==> config.mk <==
export PLATFORM = sky130hd
export DESIGN_NAME = random_and_delayed_one_shot
export DESIGN_NICKNAME = d
export VERILOG_FILES = /design/src/logic/pulse_timer_pkg.sv /design/src/logic/tick_gen.sv /design/src/logic/random_and_delayed_one_shot.sv
export VERILOG_INCLUDE_DIRS = /design/src /design/src/logic
export SDC_FILE = /design/constraint.sdc
export NUM_CORES = 1
export LEC_CHECK = 0
export BUFFER_PORTS_ARGS = -buffer_cell sky130_fd_sc_hd__buf_2
export CELL_PAD_IN_SITES_DETAIL_PLACEMENT = 1
export CELL_PAD_IN_SITES_GLOBAL_PLACEMENT = 1
export CORE_ASPECT_RATIO = 0.7
export CORE_MARGIN = 1.5
export CORE_UTILIZATION = 40
export DETAILED_ROUTE_END_ITERATION = 16
export PLACE_DENSITY_LB_ADDON = 0.1
export SYNTH_ARGS = -nofsm -noshare
export SYNTH_HDL_FRONTEND = slang
export SYNTH_SLANG_ARGS = --single-unit
==> constraint.sdc <==
create_clock -name clk_i -period 17.25 [get_ports clk_i]
set_clock_uncertainty 0.15 [all_clocks]
set_input_delay 3.45 -clock clk_i [delete_from_list [all_inputs] [get_ports clk_i]]
set_output_delay 3.45 -clock clk_i [all_outputs]
set_load 0.01 [all_outputs]
==> src/logic/pulse_timer_regs.svh <==
// Purpose: Constants for the random and delayed pulse timers
// Assumes: Clock runs at 250 MHz
// Notes: Times are tick counts of the selected unit
`ifndef PULSE_TIMER_REGS_SVH
`define PULSE_TIMER_REGS_SVH

`define TIME_W 15
`define TIME_MAX 15'h7FFF
`define TIME_ZERO 15'h0000
`define CLK_PERIOD_NS 32'h0000_0004
`define TICK_10MS_NS 32'h0098_9680
`define TICK_10MS_CYCLES (`TICK_10MS_NS / `CLK_PERIOD_NS)
`define DECADE_LAST 4'h9
`define LFSR_SEED 15'h5A5B

`endif

==> src/logic/pulse_timer_pkg.sv <==
// Purpose: Types shared by the pulse timer blocks
// Assumes: pulse_timer_regs.svh gives the widths
// Notes: Word outputs travel as packed structs
`include "pulse_timer_regs.svh"

package pulse_timer_pkg;

    typedef logic [`TIME_W-1:0] time_t;

    typedef enum logic [1:0] {
        UNIT_10MS = 2'h0,
        UNIT_100MS = 2'h1,
        UNIT_1S = 2'h2
    } time_unit_e;

    typedef enum logic {
        RISING_TRIGGER = 1'b0,
        FALLING_TRIGGER = 1'b1
    } trig_mode_e;

    typedef struct packed {
        time_t drawn_pulse_length;
        time_t elapsed_pulse;
    } rnd_words_s;

    typedef struct packed {
        time_t wait_interval;
        time_t elapsed_wait;
        time_t pulse_length_setting;
        time_t elapsed_pulse;
    } dly_words_s;

endpackage

==> src/logic/tick_gen.sv <==
// Purpose: Shared time base, 10 ms, 100 ms and 1 s tick strobes
// Assumes: TICK_CYCLES clock cycles make one 10 ms tick
// Notes: Strobes are one-cycle pulses from flip-flops
`timescale 1ns/1ps
`include "pulse_timer_regs.svh"

module tick_gen #(
    parameter int TICK_CYCLES = `TICK_10MS_CYCLES
) (
    input wire logic clk_i,
    input wire logic sys_rst_i,
    output logic [2:0] tick_o
);
    import pulse_timer_pkg::*;

    logic [31:0] base;
    logic [3:0] dec1;
    logic [3:0] dec2;
    logic [31:0] next_base;
    logic [3:0] next_dec1;
    logic [3:0] next_dec2;
    logic [2:0] next_tick;
    logic base_end;

    // Refuses a time base the counter cannot divide down to
    if (TICK_CYCLES < 1) begin : g_bad_cycles
        $error("tick_gen: TICK_CYCLES must be at least 1");
    end

    assign base_end = (base == 32'(TICK_CYCLES - 1));

    always_comb begin
        next_base = base_end ? 32'h0 : base + 32'h1;
        next_dec1 = dec1;
        next_dec2 = dec2;
        next_tick = 3'h0;
        if (base_end) begin
            next_tick[0] = 1'b1;
            next_dec1 = (dec1 == `DECADE_LAST) ? 4'h0 : dec1 + 4'h1;
            if (dec1 == `DECADE_LAST) begin
                next_tick[1] = 1'b1;
                next_dec2 = (dec2 == `DECADE_LAST) ? 4'h0 : dec2 + 4'h1;
                next_tick[2] = (dec2 == `DECADE_LAST);
            end
        end
    end

    always_ff @(posedge clk_i or posedge sys_rst_i) begin
        if (sys_rst_i) begin
            base <= 32'h0;
            dec1 <= 4'h0;
            dec2 <= 4'h0;
            tick_o <= 3'h0;
        end else begin
            base <= next_base;
            dec1 <= next_dec1;
            dec2 <= next_dec2;
            tick_o <= next_tick;
        end
    end

endmodule

==> src/logic/random_and_delayed_one_shot.sv <==
// Purpose: Random-length one-shot and delayed one-shot on one time base
// Assumes: Triggers and settings come from logic on clk_i
// Notes: Settings should stay stable while a timer runs
`timescale 1ns/1ps
`include "pulse_timer_regs.svh"

module random_and_delayed_one_shot #(
    parameter int TICK_CYCLES = `TICK_10MS_CYCLES
) (
    input wire logic clk_i,
    input wire logic sys_rst_i,
    input wire pulse_timer_pkg::time_unit_e rnd_unit_i,
    input wire logic rnd_trig_i,
    input wire logic rnd_clear_i,
    input wire pulse_timer_pkg::time_t rnd_lower_i,
    input wire pulse_timer_pkg::time_t rnd_upper_i,
    output logic rnd_out_o,
    output pulse_timer_pkg::rnd_words_s rnd_words_o,
    input wire pulse_timer_pkg::time_unit_e dly_unit_i,
    input wire pulse_timer_pkg::trig_mode_e dly_mode_i,
    input wire logic dly_trig_i,
    input wire logic dly_clear_i,
    input wire pulse_timer_pkg::time_t wait_interval_i,
    input wire pulse_timer_pkg::time_t pulse_length_setting_i,
    output logic dly_out_o,
    output pulse_timer_pkg::dly_words_s dly_words_o
);
    import pulse_timer_pkg::*;

    typedef enum logic [1:0] {
        R_IDLE = 2'b00,
        R_RUN = 2'b01,
        R_DONE = 2'b11
    } rnd_state_e;

    typedef enum logic [1:0] {
        D_IDLE = 2'b00,
        D_DELAY = 2'b01,
        D_PULSE = 2'b11,
        D_HOLD = 2'b10
    } dly_state_e;

    function automatic logic tick_sel(input logic [2:0] t,
                                      input time_unit_e u);
        case (u)
            UNIT_10MS: tick_sel = t[0];
            UNIT_100MS: tick_sel = t[1];
            default: tick_sel = t[2];
        endcase
    endfunction

    // Saturating step, counts never wrap past the top of the range
    function automatic time_t step(input time_t v);
        step = (v == `TIME_MAX) ? v : v + 15'h1;
    endfunction

    // Scales a random word into 0..span-1 without a divider
    function automatic time_t scale(input time_t r, input logic [15:0] span);
        logic [30:0] p;
        p = r * span;
        scale = p[29:15];
    endfunction

    function automatic time_t pick_len(input time_t r, input time_t lo,
                                       input time_t hi);
        time_t v;
        v = `TIME_ZERO;
        if (hi >= lo) begin
            v = scale(r, {1'b0, hi} - {1'b0, lo} + 16'h1);
            pick_len = lo + v;
        end else begin
            v = scale(r, {1'b0, hi} + 16'h1 + (16'h8000 - {1'b0, lo}));
            pick_len = (v <= hi) ? v : v - hi - 15'h1 + lo;
        end
    endfunction

    logic [2:0] ticks;
    time_t lfsr;
    logic rnd_trig_q, dly_trig_q;
    logic rnd_tick, dly_tick;
    logic rnd_rise, dly_rise;
    rnd_state_e rnd_state, next_rnd_state;
    dly_state_e dly_state, next_dly_state;
    rnd_words_s next_rnd_words;
    time_t next_ew, next_ep;
    logic next_rnd_out, next_dly_out;

    tick_gen #(.TICK_CYCLES(TICK_CYCLES)) u_tick (
        .clk_i(clk_i), .sys_rst_i(sys_rst_i), .tick_o(ticks));

    assign rnd_tick = tick_sel(ticks, rnd_unit_i);
    assign dly_tick = tick_sel(ticks, dly_unit_i);
    assign rnd_rise = rnd_trig_i & ~rnd_trig_q;
    assign dly_rise = dly_trig_i & ~dly_trig_q;

    // Random pulse timer
    always_comb begin
        next_rnd_state = rnd_state;
        next_rnd_words = rnd_words_o;
        case (rnd_state)
            R_IDLE, R_DONE: begin
                if (rnd_rise) begin
                    next_rnd_words.drawn_pulse_length =
                        pick_len(lfsr, rnd_lower_i, rnd_upper_i);
                    next_rnd_words.elapsed_pulse = `TIME_ZERO;
                    next_rnd_state =
                        (next_rnd_words.drawn_pulse_length == `TIME_ZERO) ?
                        R_DONE : R_RUN;
                end
            end
            R_RUN: begin
                if (rnd_tick) begin
                    next_rnd_words.elapsed_pulse =
                        step(rnd_words_o.elapsed_pulse);
                    if (next_rnd_words.elapsed_pulse >=
                        rnd_words_o.drawn_pulse_length) begin
                        next_rnd_state = R_DONE;
                    end
                end
            end
            default: next_rnd_state = R_IDLE;
        endcase
        if (!rnd_trig_i) begin
            next_rnd_state = R_IDLE;
            next_rnd_words.elapsed_pulse = `TIME_ZERO;
        end
        if (rnd_clear_i) begin
            next_rnd_state = R_IDLE;
            next_rnd_words = '0;
        end
        next_rnd_out = (next_rnd_state == R_RUN);
    end

    always_ff @(posedge clk_i or posedge sys_rst_i) begin
        if (sys_rst_i) begin
            rnd_state <= R_IDLE;
            rnd_words_o <= '0;
            rnd_out_o <= 1'b0;
            rnd_trig_q <= 1'b0;
            lfsr <= `LFSR_SEED;
        end else begin
            rnd_state <= next_rnd_state;
            rnd_words_o <= next_rnd_words;
            rnd_out_o <= next_rnd_out;
            rnd_trig_q <= rnd_trig_i;
            lfsr <= {lfsr[13:0], lfsr[14] ^ lfsr[13]};
        end
    end

    // Delayed pulse timer
    always_comb begin
        next_dly_state = dly_state;
        next_ew = dly_words_o.elapsed_wait;
        next_ep = dly_words_o.elapsed_pulse;
        case (dly_state)
            D_IDLE: begin
                if (dly_mode_i == FALLING_TRIGGER && dly_trig_i) begin
                    next_dly_state = D_HOLD;
                    next_ew = `TIME_ZERO;
                end else if (dly_mode_i == RISING_TRIGGER && dly_rise) begin
                    next_ew = `TIME_ZERO;
                    next_ep = `TIME_ZERO;
                    if (wait_interval_i != `TIME_ZERO) begin
                        next_dly_state = D_DELAY;
                    end else if (pulse_length_setting_i != `TIME_ZERO) begin
                        next_dly_state = D_PULSE;
                    end
                end
            end
            D_HOLD: begin
                if (!dly_trig_i) begin
                    next_dly_state = (wait_interval_i == `TIME_ZERO) ?
                                     D_IDLE : D_DELAY;
                end
            end
            D_DELAY: begin
                if (dly_mode_i == FALLING_TRIGGER && dly_trig_i) begin
                    next_dly_state = D_HOLD;
                    next_ew = `TIME_ZERO;
                end else if (dly_tick) begin
                    next_ew = step(dly_words_o.elapsed_wait);
                    if (next_ew >= wait_interval_i) begin
                        if (dly_mode_i == FALLING_TRIGGER) begin
                            next_dly_state = D_IDLE;
                        end else if (pulse_length_setting_i !=
                                     `TIME_ZERO) begin
                            next_dly_state = D_PULSE;
                        end else begin
                            next_dly_state = D_IDLE;
                        end
                    end
                end
            end
            D_PULSE: begin
                if (dly_tick) begin
                    next_ep = step(dly_words_o.elapsed_pulse);
                    if (next_ep >= pulse_length_setting_i) begin
                        next_dly_state = D_IDLE;
                    end
                end
            end
            default: next_dly_state = D_IDLE;
        endcase
        if (dly_clear_i) begin
            next_dly_state = D_IDLE;
            next_ew = `TIME_ZERO;
            next_ep = `TIME_ZERO;
        end
        next_dly_out = (next_dly_state == D_PULSE) ||
                       (next_dly_state == D_HOLD) ||
                       (next_dly_state == D_DELAY &&
                        dly_mode_i == FALLING_TRIGGER);
    end

    always_ff @(posedge clk_i or posedge sys_rst_i) begin
        if (sys_rst_i) begin
            dly_state <= D_IDLE;
            dly_words_o <= '0;
            dly_out_o <= 1'b0;
            dly_trig_q <= 1'b0;
        end else begin
            dly_state <= next_dly_state;
            dly_words_o.wait_interval <= wait_interval_i;
            dly_words_o.pulse_length_setting <= pulse_length_setting_i;
            dly_words_o.elapsed_wait <= next_ew;
            dly_words_o.elapsed_pulse <= next_ep;
            dly_out_o <= next_dly_out;
            dly_trig_q <= dly_trig_i;
        end
    end
endmodule

After elaboration in Yosys (flattened, before gate mapping) --
Index checks and enable logic that the tools add are counted.
Storage, ports and cells: input port bits 71, register bits 156, logic and storage cells 145, output and inout port bits 92
Operators by class: reduce and logical (&&, ||, !) cells 23, order comparisons 5, eq/ne operators 25, mux-type cells 52, add/sub/neg operators 15, multiply operators 2, bitwise gates (word level) 6
Operator list (count):
- $mux 15 | 18
- $pmux 15 s2 | 3
- $ge 15x15->1 | 4
- $mul 15x16->30 | 2
- $mux 30 | 2
- $add 15x1->15 const B | 3
- $eq 15x15->1 const B | 3
- $mux 2 | 20
- $add 32x1->32 const B | 1
- $eq 32x22->1 const B | 1
- $mux 32 | 1
- $add 15x15->15 | 2
- $logic_not 15->1 | 2
- $reduce_bool 15->1 | 2
- $add 15x1->16 const B | 1
- $add 16x1->16 const B | 1
- $add 16x16->16 | 1
- $ne 4x4->1 const B | 4
- $sub 15x15->16 | 1
- $sub 16x15->16 const A | 1
- $le 15x15->1 | 1
- $sub 15x1->15 const B | 1
- $sub 15x15->15 | 1
- $eq 2x1->1 const B | 6
- other kinds (23) | 46

Depth between registers and ports, before layout --
word-level depth 17, depth in mapped cells 49, depth with buffers taken out 49

By module --
Synthesis repeated with hierarchy kept, for this count alone.
Second synthesis, totals: cells, all modules 2336, area, all modules 21454.3 µm²
By module, submodules not included:
- random_and_delayed_one_shot | area each 19306.0 µm², times used 1, sequential area each 2839.0 µm², cells each 2144
- tick_gen | area each 2148.3 µm², times used 1, sequential area each 1076.0 µm², cells each 192

Least setup slack after synthesis --
OpenSTA, ideal clock, no wires.
path kind input -> register, start point in rnd_lower_i[1], end point reg rnd_out_o, required time 17.018 ns, setup slack 3.705 ns, arrival 13.313 ns, library setup time 0.082 ns, stages on the path 45, path buffers 1, path through inv_1 ha_1 inv_1 ha_1 fa_1 nor2b_2 o211ai_1 nand2_1 a21oi_1 nor2_1 o21ai_0 nand2b_1 a21oi_1 xnor2_1 clkbuf_1 nand2_1 fa_1 inv_1 (+9 left out) ha_1 a21oi_1 o21ai_1 a2111oi_4 nor2_1 xnor2_1 fa_1 ha_1 nor2b_1 o2111ai_1 a41oi_1 or4_1 o211ai_1 nand2_1 a31oi_1 nor4_2 and3_1 a31oi_1
On the way: longest elaborated chain between the ends 17, elaborated cells on any way between the ends 23, classes of those cells 8 x add/sub; 2 x mul; 2 x order compare; 1 x eq/ne; 9 x mux; 1 x reduce/logical
RTL lines:
- from (decl) | line random_and_delayed_one_shot.sv:15 | input wire pulse_timer_pkg::time_t rnd_lower_i,
- $sub 16x15->16 | line random_and_delayed_one_shot.sv:72 | v = scale(r, {1'b0, hi} + 16'h1 + (16'h8000 - {1'b0, lo}));
- $add 16x16->16 | line random_and_delayed_one_shot.sv:72
- $mul 15x16->30 | line random_and_delayed_one_shot.sv:60 | p = r * span;
- $sub 15x15->15 | line random_and_delayed_one_shot.sv:73 | pick_len = (v <= hi) ? v : v - hi - 15'h1 + lo;
- $sub 15x1->15 | line random_and_delayed_one_shot.sv:73
- $add 15x15->15 | line random_and_delayed_one_shot.sv:73
- $mux 15 | line random_and_delayed_one_shot.sv:73
- $mux 15 (*) | line random_and_delayed_one_shot.sv:68 | if (hi >= lo) begin
- (+2 left out)
- $logic_not 15->1 (no source line) (*)
- $mux 2 (*) | line random_and_delayed_one_shot.sv:107 | (next_rnd_words.drawn_pulse_length == `TIME_ZERO) ?
- $mux 2 (*) | line random_and_delayed_one_shot.sv:102 | if (rnd_rise) begin
- $pmux 2 s2 (*) | line random_and_delayed_one_shot.sv:100 | case (rnd_state)
- $mux 2 (*) | line random_and_delayed_one_shot.sv:123 | if (!rnd_trig_i) begin
- $mux 2 (*) | line random_and_delayed_one_shot.sv:127 | if (rnd_clear_i) begin
- $eq 2x1->1 (*) | line random_and_delayed_one_shot.sv:131 | next_rnd_out = (next_rnd_state == R_RUN);
- via next_rnd_out | line random_and_delayed_one_shot.sv:86 | logic next_rnd_out, next_dly_out;
- to (signal assigned) | line random_and_delayed_one_shot.sv:144 | rnd_out_o <= next_rnd_out;
- to (decl) | line random_and_delayed_one_shot.sv:17 | output logic rnd_out_o,
Mark *: on every way through the listed nets, which the timed path passes. The rest lies on a longest branch. The select of a mux whose other input is x is not followed. A chain may end at the register's enable or synchronous reset.

Worst setup path in the final report --
start point in rnd_lower_i[1], end point reg rnd_words_o[29] (netlist bit)
On the way: longest elaborated chain between the ends 13, elaborated cells on any way between the ends 19, classes of those cells 8 x add/sub; 2 x mul; 2 x order compare; 7 x mux
RTL lines:
- $sub 16x15->16 | line random_and_delayed_one_shot.sv:72
- $add 16x16->16 | line random_and_delayed_one_shot.sv:72
- $mul 15x16->30 | line random_and_delayed_one_shot.sv:60
- $sub 15x15->15 | line random_and_delayed_one_shot.sv:73
- $sub 15x1->15 | line random_and_delayed_one_shot.sv:73
- $add 15x15->15 | line random_and_delayed_one_shot.sv:73
- $mux 15 | line random_and_delayed_one_shot.sv:73
- $mux 15 (*) | line random_and_delayed_one_shot.sv:68
- $mux 15 (*) | line random_and_delayed_one_shot.sv:102
- $mux 15 (*) | line random_and_delayed_one_shot.sv:100
- $mux 30 (*) | line random_and_delayed_one_shot.sv:102
- $mux 15 (*) | line random_and_delayed_one_shot.sv:100
- $mux 30 (*) | line random_and_delayed_one_shot.sv:127
- to (signal assigned) | line random_and_delayed_one_shot.sv:143 | rnd_words_o <= next_rnd_words;
- to (decl) | line random_and_delayed_one_shot.sv:18 | output pulse_timer_pkg::rnd_words_s rnd_words_o,
Every way passes the cells marked *; elsewhere a longest branch is shown, timed or not. The select of a mux whose other input is x is not followed.

==> out/qor.csv <==
metric,value,unit
startpoint_type,input pin,
ys_types,112,
clk_path_buf_depth,2,
hold_viol,0,
fmax,66.63,MHz
grt_pass1_vias,18901,
maxSlewViolCount,0,
cpMostUsedCell,fa_1,
dieArea,55340,sq um
grt_overflow,0,
path_delay_family,adder cells,
hpwlAfterDp,55070,um
antenna_found_initial,1,
die_x,280.5,um
regArea,3915,sq um
cts-root-buf,clkbuf_16,
critPathMaxStageDelay,0.56,ns
route.vias.total,17249,
powerDensity,44.35,nW/um^2
rows,70,
ys_seq_elements,156,
hold_buffers,0,
layoutNonFillerInstCount,3217,
ys.warnings.count,0,
clkSinkCount,156,
synth-main-ff-cell,dfrtp_1,
startpoint,rnd_lower_i[1],
drive_gt1_share,11.90,%
cts_buffers,17,
ant_nets,0,
routedWlPerCell,20.80,um
dp_cells,3184,
ios,163,
fin_crit,15.01,ns
wirelength,66930,um
fin_crit_sh,87.01,%
r2r_end,rnd_words_o[29],
grt_max_degree,63,
setup_viol,0,
crit_end,rnd_words_o[29],
rrSetupSlack,7.33,ns
cts_tree,built,
r2r_cells,27,
cp_max_fo,15,
place_congestion,0.8597,
coreArea,52730,sq um
h-tree-depth,4,
final_nets,3060,
timing.setup.tns,0,ns
postCtsSetupRepairBufs,0,
grt_usage,25.34,%
yosysSeqAreaShare,18.15,%
ir_drop,0.03951,mV
fillers,6261,
endpoint_kind,flip-flop,
path_buf_inv,7,
cp.depth,44,
io_buffer_count,162,
drtIter0Drc,972,
r2r_start,lfsr[7],
crit_required,17.46,ns
syn_nets,2918,
drc,0,
clk_pin_slew_worst_paths,0.07,ns
netlist_area,21570,sq um
first_pass_iters,5,
crit_slowest_cell,fa_1,
power.leakage,0.01248,uW
ctsResizeCount,0,
multi_input_area,16050,sq um
final_cell_area,23810,sq um
vias_per_cell,5.362,
synth_edf_count,0,
rsz0062_at_grt,no,
syn2layout_area_growth,10.40,%
hp-class,flip-flop to flip-flop,
timing.slew.headroom,12.25,%
start_util,40.91,%
maxCapViolCount,0,
clkLatencyLatePin,0.47,ns
status,"complete, no violations",
crit_type,input pin to flip-flop,
die_h,197.3,um
synth_cells,2341,
worstPathArrival,15.22,ns
max_slew.worst_pin.slew,1.310,ns
grt_pass1_wl,107800,um
avgSynthCellArea,9.213,sq um
async_flop_share,100.0,%
dpl_cell_area,23200,sq um
kinds of logic after synthesis:
group	count (synthesis)	share of synthesized area, %
xor+xnor	148	6.213
buf+inv	427	7.646
simple gates	729	17.05
fa+ha+maj	506	37.92
mux	9	0.4931
flops	156	18.15
compound gates	366	12.53
power breakdown:
group          switching [uW]  leakage (uW)  internal [uW]
sequential               4.85       0.00205            373
clock                     198      0.000293            212
combinational             187        0.0101           81.9
total                     390        0.0125            666
sequential cells by signal, indices dropped and copies added, names as in the netlist, 2 cells and up:
register / count
lfsr: 15
dly_state: 2
rnd_words_o: 30
u_tick.dec2: 4
u_tick.base: 32
dly_words_o: 60
rnd_state: 2
u_tick.dec1: 4
u_tick.tick_o: 3
how the worst min path moves through the flow:
stage | startpoint | end | depth (start not counted)
after floorplan | lfsr[7] | lfsr[8] | 0
after global placement | u_tick.base[0] | u_tick.base[0] | 1
after detailed placement | u_tick.base[0] | u_tick.base[0] | 1
after CTS | u_tick.base[0] | u_tick.base[0] | 1
after global routing | u_tick.base[31] | u_tick.base[31] | 1
final | u_tick.base[0] | u_tick.base[0] | 1
layout make-up:
cell class,count,share of cell area [%]
multi-input combinational,1758,67.38
sequential,156,16.44
inverter,370,5.854
timing repair buffer,180,3.972
tap,720,3.783
clock buffer,18,1.844
clock inverter,14,0.7094
antenna,1,0.01051
through the flow:
| stage | utilization [%] | hold WS [ns] | total power [uW] | worst slack (ns) |
|---|---|---|---|---|
| 3_3_place_gp | 44.00 | 0.2984 | 644.4 | 2.220 |
| 3_5_place_dp | 44.00 | 0.3165 | 651.4 | 1.982 |
| 2_1_floorplan | - | 0.2020 | 534.2 | 3.705 |
| 6_report | 45.16 | 0.3263 | 1056 | 2.241 |
| 5_1_grt | 45.16 | 0.3479 | 1104 | 1.511 |
| 4_1_cts | 45.16 | 0.3258 | 1069 | 2.457 |
cells in the mapped netlist (all sizes together) (12+ instances only):
cell type	count	area share (%)
inv	370	6.4
ha	260	15
nand2	252	4.4
fa	246	23
dfrtp	147	17
and2	134	3.9
nor2	109	2.0
xnor2	103	4.3
a21oi	87	2.1
o21ai	76	1.8
nand3	51	1.2
clkbuf	50	1.0
xor2	43	1.7
a21o	34	1.2
nor2b	33	1.0
nor3	31	0.72
nand4	25	0.75
o21a	19	0.66
and3	17	0.50
o31ai	17	0.74
nand2b	16	0.46
nor4	15	0.49
and4	14	0.58
a22o	12	0.49
a32o	12	0.56
o211ai	12	0.44
layer usage:
metal	global-route usage, %	routed length [um]	vias up
met2	36.80	27830	364
li1	-	-	8016
met1	39.20	34830	8824
met3	4.293	3498	45
met5	0	0	-
met4	5.025	773	0
cells in the final DEF, fill, tap and decap left out, types with 42 or more instances in the layout:
cell type  synthesis  final
nor2_1           106    106
buf_2              3    162
ha_1             260    260
and2_1           132    132
dfrtp_1          147    147
xor2_1            43     42
fa_1             246    246
nand2_1          252    252
inv_1            369    368
o21ai_0           65     65
xnor2_1          101     97
nand3_1           51     51
a21oi_1           81     80
Note: power is estimated with default switching activity, not from simulation.
